## src/hw/bie_defs.svh

```systemverilog
// Purpose: constants for the inc/dec/branch execute block
// Assumes: 12-bit instruction word, 8-bit data, 11-bit program counter
// Notes:   opcode patterns are masks plus match values
`ifndef BIE_DEFS_SVH
`define BIE_DEFS_SVH

`define BIE_INSN_W        12
`define BIE_DATA_W        8
`define BIE_PC_W          11
`define BIE_FADDR_W       5
// decrement file: 0000 11df ffff
`define BIE_DEC_MASK      12'hfc0
`define BIE_DEC_MATCH     12'h0c0
// increment file: 0010 10df ffff
`define BIE_INC_MASK      12'hfc0
`define BIE_INC_MATCH     12'h280
// increment, skip if zero: 0011 11df ffff
`define BIE_INCSZ_MASK    12'hfc0
`define BIE_INCSZ_MATCH   12'h3c0
// unconditional branch: 101k kkkk kkkk
`define BIE_BR_MASK       12'he00
`define BIE_BR_MATCH      12'ha00
// field positions
`define BIE_DEST_BIT      5
`define BIE_FADDR_HI      4
`define BIE_LIT_HI        8
`define BIE_PAGE_HI       6
`define BIE_PAGE_LO       5
`define BIE_ONE           8'h01
`define BIE_ZERO          8'h00
`define BIE_NOP           12'h000

`endif

```

## src/hw/bie_pkg.sv

```systemverilog
// Purpose: types for the inc/dec/branch execute block
// Assumes: constants come from bie_defs.svh
// Notes:   one-hot execute states
`include "bie_defs.svh"
package bie_pkg;
    // execute state, one-hot
    typedef enum logic [1:0] {
        BIE_RUN   = 2'b01,
        BIE_FLUSH = 2'b10
    } bie_state_type;

    // result of one executed instruction
    typedef struct packed {
        logic [`BIE_DATA_W-1:0]  data;    // result value
        logic                    to_file; // 1: file register, 0: accumulator
        logic                    wr_acc;  // accumulator write strobe
        logic                    wr_file; // file register write strobe
        logic [`BIE_FADDR_W-1:0] faddr;   // file address
    } bie_result_type;
endpackage

```

## src/hw/bie_step.sv

```systemverilog
// Purpose: 8-bit plus/minus one with zero detect
// Assumes: pure combinational
// Notes:   wraps at the data width
`timescale 1ns/100ps
module bie_step #(
    parameter int W = 8
) (
    input  wire logic [W-1:0] val_in,  // operand
    input  wire logic         down_in, // 1 subtracts one
    output logic      [W-1:0] res_out, // wrapped result
    output logic              zero_out // result is zero
);
    // add or subtract one, wrap is natural
    always_comb begin
        if (down_in) begin
            res_out = W'(val_in - W'(1));
        end else begin
            res_out = W'(val_in + W'(1));
        end
        zero_out = (res_out == '0);
    end
endmodule

```

## src/hw/bie_exec.sv

```systemverilog
// Purpose: decode and execute of dec, inc, inc-skip and branch
// Assumes: file operand and status fed by core on same clock
// Notes:   one instruction per cycle when insn_valid_in is high and busy_out is low
// Summary of operation
// - decrement file, route by d, set zero
// - branch loads literal into pc 8..0
// - branch takes pc 10..9 from page bits
// - branch takes two cycles, flushes prefetch
// - increment file wraps, route by d, zero
// - increment-skip routes by d, flags untouched
// - increment-skip zero result skips prefetch as nop
`timescale 1ns/100ps
`include "bie_defs.svh"
module bie_exec
    import bie_pkg::*;
#(
    parameter int DW = `BIE_DATA_W,
    parameter int PW = `BIE_PC_W
) (
    input  wire logic                   core_clk_in,    // core clock
    input  wire logic                   resetn_in,      // sync reset, low
    input  wire logic [`BIE_INSN_W-1:0] insn_in,        // decoded word
    input  wire logic                   insn_valid_in,  // word present
    input  wire logic [DW-1:0]          file_data_in,   // operand of f
    input  wire logic [DW-1:0]          status_in,      // status register
    output logic      [DW-1:0]          result_out,     // result value
    output logic                        acc_we_out,     // accumulator write
    output logic                        file_we_out,    // file write
    output logic [`BIE_FADDR_W-1:0]     file_addr_out,  // file address
    output logic                        zero_we_out,    // zero flag update
    output logic                        zero_out,       // new zero flag
    output logic                        pc_load_out,    // load new pc
    output logic      [PW-1:0]          pc_target_out,  // branch target
    output logic                        squash_out,     // prefetch -> nop
    output logic                        busy_out        // second cycle
);
    // one word is taken at each edge where insn_valid_in is high and
    // busy_out is low; every output answers one edge later

    // flow group: execute state and the pulses it drives
    bie_state_type  state;            // execute state
    bie_state_type  next_state;       // next execute state
    logic           busy;             // registered flushed-slot flag
    logic           next_busy;        // next flushed-slot flag
    logic           squash;           // registered squash pulse
    logic           next_squash;      // next squash pulse
    logic           pc_load;          // registered pc load pulse
    logic           next_pc_load;     // next pc load pulse
    logic [PW-1:0]  pc_tgt;           // registered branch target
    logic [PW-1:0]  next_pc_tgt;      // next branch target

    // result group: value, route and zero flag
    bie_result_type res;              // registered result
    bie_result_type next_res;         // next result
    logic           zero_we;          // registered zero update pulse
    logic           next_zero_we;     // next zero update pulse
    logic           zero_f;           // registered zero value
    logic           next_zero_f;      // next zero value

    // decode helpers, all combinational
    // they only look at the word that is really executed
    logic           is_dec;           // decrement file decoded
    logic           is_inc;           // increment file decoded
    logic           is_incsz;         // increment, skip if zero
    logic           is_br;            // unconditional branch decoded
    logic           is_step;          // any of the three file ops
    logic           skip_taken;       // increment-skip hit zero
    logic [DW-1:0]  step_res;         // incremented/decremented
    logic           step_zero;        // step result is zero
    logic [`BIE_INSN_W-1:0] eff_insn; // word actually executed

    // a flushed slot executes as a nop, whatever word is presented;
    // this keeps the prefetched word from writing anything
    assign eff_insn = (state == BIE_FLUSH) ? `BIE_NOP : insn_in;

    // opcode decode by mask and match; other opcodes give no strobes
    assign is_dec   = insn_valid_in &&
        ((eff_insn & `BIE_DEC_MASK) == `BIE_DEC_MATCH);
    assign is_inc   = insn_valid_in &&
        ((eff_insn & `BIE_INC_MASK) == `BIE_INC_MATCH);
    assign is_incsz = insn_valid_in &&
        ((eff_insn & `BIE_INCSZ_MASK) == `BIE_INCSZ_MATCH);
    assign is_br    = insn_valid_in &&
        ((eff_insn & `BIE_BR_MASK) == `BIE_BR_MATCH);

    // the three file ops share routing and the step unit
    assign is_step    = is_dec || is_inc || is_incsz;

    // a skip fires only when the increment wraps to zero
    assign skip_taken = is_incsz && step_zero;

    // shared plus/minus one unit; down only for decrement
    // the result is wrapped to DW bits inside the unit
    bie_step #(
        .W (DW)
    ) u_step (
        .val_in   (file_data_in),  // operand of f
        .down_in  (is_dec),        // 1 subtracts one
        .res_out  (step_res),      // wrapped result
        .zero_out (step_zero)      // zero detect
    );

    // next values of the flow group
    // branch or taken skip turns the next slot into a nop; busy is a
    // flop of its own so that busy_out leaves a register ungated
    always_comb begin
        next_state   = BIE_RUN;     // default: back to run
        next_busy    = 1'h0;        // default: slot is live
        next_squash  = 1'h0;        // pulses last one cycle
        next_pc_load = 1'h0;
        next_pc_tgt  = pc_tgt;      // target holds between loads
        case (state)
            BIE_FLUSH: begin
                // discarded slot: nothing loaded, back to run
                next_state = BIE_RUN;
                next_busy  = 1'h0;
            end
            BIE_RUN: begin
                if (skip_taken) begin
                    // skip: next slot squashed, flags untouched
                    next_squash = 1'h1;
                    next_state  = BIE_FLUSH;
                    next_busy   = 1'h1;
                end
                if (is_br) begin
                    // target = page bits : 9-bit literal
                    next_pc_tgt  = PW'({status_in[`BIE_PAGE_HI:`BIE_PAGE_LO],
                                        eff_insn[`BIE_LIT_HI:0]});
                    next_pc_load = 1'h1;
                    next_squash  = 1'h1;
                    next_state   = BIE_FLUSH;
                    next_busy    = 1'h1;
                end
            end
            default: begin
                // stray code: fall back to run, load nothing
                next_state = BIE_RUN;
            end
        endcase
    end

    // register the flow group; reset leaves the pipe live and idle
    // pc_tgt keeps the last target; only pc_load says it is new
    always_ff @(posedge core_clk_in) begin
        if (!resetn_in) begin
            state   <= BIE_RUN;     // run, nothing to flush
            busy    <= 1'h0;
            squash  <= 1'h0;
            pc_load <= 1'h0;
            pc_tgt  <= '0;
        end else begin
            state   <= next_state;
            busy    <= next_busy;
            squash  <= next_squash;
            pc_load <= next_pc_load;
            pc_tgt  <= next_pc_tgt;
        end
    end

    // next values of the result group
    // data and address are always loaded; only the strobes say that
    // they mean anything, which keeps the write path free of muxes
    always_comb begin
        next_res         = '0;      // strobes low by default
        next_res.faddr   = eff_insn[`BIE_FADDR_HI:0];
        next_res.data    = step_res;
        next_res.to_file = eff_insn[`BIE_DEST_BIT];
        next_zero_we     = 1'h0;    // update is a one-cycle pulse
        next_zero_f      = zero_f;  // flag value holds
        case (state)
            BIE_RUN: begin
                if (is_step) begin
                    // destination bit selects accumulator or file
                    next_res.wr_file = eff_insn[`BIE_DEST_BIT];
                    next_res.wr_acc  = !eff_insn[`BIE_DEST_BIT];
                end
                if (is_dec || is_inc) begin
                    // zero flag follows result, either destination
                    next_zero_we = 1'h1;
                    next_zero_f  = step_zero;
                end
                if (is_incsz) begin
                    // increment-skip leaves every flag alone
                    next_zero_we = 1'h0;
                    next_zero_f  = zero_f;
                end
            end
            default: begin
                // flushed slot: nothing written, flag holds
                next_res.wr_acc  = 1'h0;
                next_res.wr_file = 1'h0;
            end
        endcase
    end

    // register the result group
    // zero_f keeps its value between updates, as the flag does
    always_ff @(posedge core_clk_in) begin
        if (!resetn_in) begin
            res     <= '0;          // no strobes out of reset
            zero_we <= 1'h0;
            zero_f  <= 1'h0;
        end else begin
            res     <= next_res;
            zero_we <= next_zero_we;
            zero_f  <= next_zero_f;
        end
    end

    // outputs straight from flip-flops, no gate in between
    // strobes stand one cycle; zero_out and pc_target_out hold
    assign result_out    = res.data;    // value, valid with a strobe
    assign acc_we_out    = res.wr_acc;
    assign file_we_out   = res.wr_file;
    assign file_addr_out = res.faddr;
    assign zero_we_out   = zero_we;
    assign zero_out      = zero_f;
    assign pc_load_out   = pc_load;
    assign pc_target_out = pc_tgt;
    assign squash_out    = squash;
    assign busy_out      = busy;        // own flop, no compare
endmodule

```

## config.mk

```make
export PLATFORM = sky130hd
export DESIGN_NAME = bie_exec
export DESIGN_NICKNAME = d
export VERILOG_FILES = /design/src/hw/bie_pkg.sv /design/src/hw/bie_step.sv /design/src/hw/bie_exec.sv
export VERILOG_INCLUDE_DIRS = /design/src /design/src/hw
export SDC_FILE = /design/constraint.sdc
export NUM_CORES = 1
export LEC_CHECK = 0
export ABC_AREA = 1
export BUFFER_PORTS_ARGS = -buffer_cell sky130_fd_sc_hd__buf_2
export CAP_MARGIN = 25
export CORE_UTILIZATION = 45
export CTS_BUF_LIST = sky130_fd_sc_hd__clkbuf_8
export CTS_CLUSTER_DIAMETER = 200
export DETAILED_ROUTE_END_ITERATION = 12
export PLACE_DENSITY = 0.78
export SLEW_MARGIN = 20
export SYNTH_ARGS = -nofsm -noshare
export SYNTH_HDL_FRONTEND = slang
export SYNTH_SLANG_ARGS = --single-unit
```

## constraint.sdc

```tcl
create_clock -name core_clk_in -period 2.4 [get_ports core_clk_in]
set_input_delay 0.12 -clock core_clk_in [delete_from_list [all_inputs] [get_ports core_clk_in]]
set_output_delay 0.12 -clock core_clk_in [all_outputs]
set_load 0.1 [all_outputs]
```

; Word-level counts from Yosys, hierarchy flattened
; Cells that the tools add are included.
[op_classes]
n_reduce_logical = 14
addsub = 2
eq_ne = 6
bitwise = 3
muxes = 8
[op_table]
columns = operator, count
row1 = "equality test 6 x 4 -> 1 bit, second input constant", 2
row2 = 2-to-1 mux 12 bit, 1
row3 = "adder 8 x 1 -> 8 bit, second input constant", 1
row4 = logical NOT 8 bit, 1
row5 = 2-to-1 mux 8 bit, 1
row6 = "subtractor 8 x 1 -> 8 bit, second input constant", 1
row7 = "equality test 6 x 2 -> 1 bit, second input constant", 1
row8 = AND reduction 3 bit, 2
row9 = logical AND 1 bit, 5
row10 = 2-to-1 mux 1 bit, 4
row11 = 2-to-1 mux 2 bit, 2
row12 = AND reduction 2 bit, 2
row13 = "equality test 3 bit, second input constant", 1
row14 = NOT 1 bit, 3
row15 = OR reduction 3 bit, 1
row16 = "equality test 2 x 1 -> 1 bit, second input constant", 1
row17 = "equality test 2 bit, second input constant", 1
row18 = logical OR 1 bit, 2
row19 = logical NOT 1 bit, 1
[totals]
reg_bits = 32
in_bits = 31
out_inout_bits = 31

; Depth between registers and ports, before layout
[depth]
ltp_word = 9
depth_mapped = 19
mapped_depth_nobuf = 19

; Modules after synthesis
; Synthesis repeated with hierarchy kept, for this count alone.
[unflattened]
hier_cells = 228
hier_area_um2 = 1691.6
[modules_own_cells]
columns = mod, area_each_um2, cells_each, seq_area_each_um2, n_inst
row1 = bie_exec, 1231.2, 148, 620.6, 1
row2 = bie_step, 460.4, 80, 0.0, 1

; Least setup slack after synthesis
; Ideal clock, no wire load.
[synth_path]
path_type = register to register
startpoint = register state[1]
endpoint = register state[0]
t_arrival_ps = 2866
path_slack_ps = -574
required_ps = 2292
path_stages_with_launch = 18
path_buffers = 0
period_less_slack_ps = 2974
cell_sequence = dfxtp_1 nand2_4 nand2_1 nand2_1 nor2_4 nand2_4 inv_1 ha_1 a21oi_2 nand2_1 nand2_1 nand2_1 nand2_1 nand2_1 nor2_1 nand4_2 nand2_2 inv_2
[synth_via]
elab_chain_cells = 9
word_cells_on_any_way = 15
[synth_lines]
columns = element, line_no
row1 = "start, declared", bie_exec.sv:41  ; bie_state_type state;
row2 = "start signal, assigned", bie_exec.sv:152  ; state <= next_state;
row3 = equality test 2 bit, bie_exec.sv:74  ; assign eff_insn = (state == BIE_FLUSH) ? `BIE_NOP : insn_in;
row4 = 2-to-1 mux 12 bit, bie_exec.sv:74
row5 = equality test 6 x 2 -> 1 bit (no source line), --
row6 = logical AND 1 bit, bie_exec.sv:77  ; assign is_dec = insn_valid_in &&
row7 = 2-to-1 mux 8 bit, bie_step.sv:15  ; if (down_in) begin
row8 = logical NOT 8 bit, bie_step.sv:20  ; zero_out = (res_out == '0);
row9 = logical AND 1 bit, bie_exec.sv:90  ; assign skip_taken = is_incsz && step_zero;
row10 = 2-to-1 mux 2 bit, bie_exec.sv:119  ; if (skip_taken) begin
row11 = 2-to-1 mux 2 bit, bie_exec.sv:125  ; if (is_br) begin
; Several ways; a longest one is shown, not always the timed one.
; A chain may end at the register's enable or synchronous reset.

; Final worst setup path
[layout_path]
startpoint = register state[0]
endpoint = register state[0]
; Same word-level chain as after synthesis.

==> flow_summary.toml <==
[run_status]
status = "completed"

[power_and_ir_drop]
power_density_mw_per_mm2 = 598
p_clk_share_pct = 32.5
seq_power_share_pct = 43.3
p_sw_w = 0.000424
p_leak_nw = 1.11
power_switching_share_pct = 33.9
power.internal_w = 0.000826
peakVddDrop_mv = 0.314
p_comb_share_pct = 24.2

[worst_setup_path]
cp_max_fo = 6
critical_path.max_stage_delay_ns = 0.35
crit_required_ns = 2.58
cp_top_family = "simple AND/OR/NAND/NOR gates"
path_cells = "inv_2 > nand2_4 > nand2_2 > nand2_2 > nor2_4 > nand2_4 > buf_4 > fa_2 > inv_1 > nand3_1 > nand2_1 > nand2_1 > nand2_1 > nand3b_1 > nor2_2 > nand4_2 > nand2_2 > inv_2"
endpoint_kind = "flop"
crit_buf_inv = 4
cp_slowest_cell = "fa_2"
arrival_ns = 2.57
setup.worst_path.start_class = "flop"
path_class = "flop to flop"

[synth]
syn_area_per_cell_um2 = 7.78
ys_seq_area_share_pct = 40.9
synth_area_mm2 = 0.00152
synth_xor_area_share_pct = 0.577
synth_top_family_by_area = "simple AND/OR/NAND/NOR gates"
synth_seq_cells = 31
yosys_warnings = 0
synth-compound-area-share_pct = 10.5
synth_simple_gate_area_share_pct = 32.1
synth-adder-area-share_pct = 7.09
synthDistinctLibCells = 27
syn_inst = 195
synthMuxAreaShare_pct = 0
synth.net_count = 234

[route]
first_pass_iters = 4
viasPerCell = 4.89
drc = 0
first_iter_violations = 98
detailroute.via_count = 1478
antenna_left = 0
wl_per_cell_um = 11.6
drt-total-wl_um = 3510

[sta]
setup_viol = 0
max_slew_margin_pct = 66.4
rsz0062_at_grt = "yes"
fin_skew_ns = 0.00366
worstMarginPinSlew_ns = 0.504
finalHoldViolations = 0
setup_tns_ns = 0
slew_viol_final = 0
fmax_mhz = 418
post-route-min-period_ns = 2.39
min_period_over_period_pct = 99.6

[place]
dp_hpwl_um = 2440
dp_cells = 291
numPortBuffers = 55
gp_congestion = 0.784

[grt]
grt_pass1_wl_um = 5040
antenna_found_initial = 0
grt_max_degree = 17
grt.overflow.total = 0
grt_use_total_pct = 19.0
grt_pass1_vias = 1227

[clock_tree]
clockRootBuffer = "clkbuf_8"
clkTransAtPathRegs_ns = 0.06
worstSkewPairLatency_ns = 0.28
cts_tree = "built"
numCtsBuffers = 5
cts.path.max_buffers = 2
cts_max_level = 2
cts.sinks = 31

[die]
die_area_mm2 = 0.00361
coreArea_mm2 = 0.00313
die_h_um = 60.1
ios = 62
initial_core_util_pct = 48.5
rows = 20
dieWidth_um = 60.1

[cells_and_area]
multiInputGateArea_um2 = 890
ff_latch_area_um2 = 626
syn2layout_area_growth_pct = 37.8
fin_nets = 297
drive_above_1_share_pct = 45.0
stdcell_count = 302
fillers = 263
antenna_cells = 0

[flow_run]
maxCapViolations = 0

[min_path]
hold_class = "input pin to flop"
final timing paths:
kind,from,endpoint,slack [ns],depth (start not counted)
min,insn_in[5],acc_we_out,0.04,2
max,state[0],state[0],0.009,18
max reg2reg,state[0],state[0],0.009,18
min reg2reg,pc_target_out[6],pc_target_out[6],0.48,2
worst register-to-register path, stage by stage, from the launching register on:
cell and delay, ns:
dfxtp_2 0.31, inv_2 0.07, nand2_4 0.08, nand2_2 0.09
nand2_2 0.07, nor2_4 0.15, nand2_4 0.07, buf_4 0.16
fa_2 0.35, inv_1 0.08, nand3_1 0.09, nand2_1 0.08
nand2_1 0.05, nand2_1 0.07, nand3b_1 0.12, nor2_2 0.18
nand4_2 0.12, nand2_2 0.11, inv_2 0.03
power groups by stage:
stage          Combinational [W]  Clock (W)  Sequential (W)
6_report                0.000302   0.000406        0.000541
5_1_grt                 0.000320   0.000439        0.000543
4_1_cts                 0.000286   0.000412        0.000541
3_5_place_dp            0.000285          0        0.000552
2_1_floorplan          0.0000754          0        0.000705
3_3_place_gp            0.000281          0        0.000552
repair_timing:
item                                    in CTS  in global routing
pin swaps                                    0                 14
resized for setup                            1                 27
hold buffers                                 0                  0
endpoints found under the setup margin       1                  4
buffers inserted                             0                  4
synthesized netlist by cell type, drive strengths merged:
cell	count	area (um^2)
nand3	15	105
a21oi	16	87.6
or2	2	12.5
clkbuf	2	7.51
nand2	41	179
buf	3	30.0
ha	7	87.6
dfxtp	31	621
a21boi	1	7.51
nand4	4	37.5
xnor2	1	8.76
nand3b	3	22.5
fa	1	20.0
nor2	30	130
inv	26	97.6
o21ai	12	63.8
routing by layer:
layer	routed length (um)	GRT usage [%]	vias up
li1	-	-	747
met1	1560	22.9	674
met2	1740	31.9	50
met3	162	4.76	7
met4	50	7.97	0
met5	0	0	-
cells in the final DEF (no fill, tap or decap), drive strengths merged:
cell type,count
a21oi,16
buf,61
nand3b,3
nand4,4
inv,25
nand2,41
dfxtp,31
nand3,15
or2,2
xnor2,1
clkbuf,6
fa,1
nor2,30
o21ai,12
ha,7
clkinv,1
clkinvlp,1
a21boi,1
final cells by class:
cell class	instances	area share, %
sequential	31	29.9
clock inverter	1	0.239
multi-input combinational	133	42.5
clock buffer	6	3.95
inverter	26	4.85
timing repair buffer	61	15.9
tap	44	2.63
state kept, by name (all words and copies together) (netlist names):
name	flops
file_we_out	1
pc_load_out	1
zero_out	1
file_addr_out	5
state	2
result_out	8
zero_we_out	1
acc_we_out	1
pc_target_out	11
metrics by stage:
stage               total power, W  hold WS [ns]  utilization [%]  setup slack (ns)  cell area [um^2]
floorplan                 0.000780         0.192                -           0.00210              1540
global placement          0.000833         0.320             59.0            0.0202              1840
detailed placement        0.000837         0.321             59.0           -0.0304              1840
CTS                        0.00124        0.0283             61.9           0.00627              1940
global route               0.00130        0.0396             66.8            -0.161              2090
finish                     0.00125        0.0369             66.8           0.00853              2090
logic make-up after synthesis:
kind of cell / Yosys count
buf+inv: 31
flops: 31
xor+xnor: 1
compound gates: 29
fa+ha+maj: 8
simple gates: 95
Note: power is estimated with default switching activity, not from simulation.
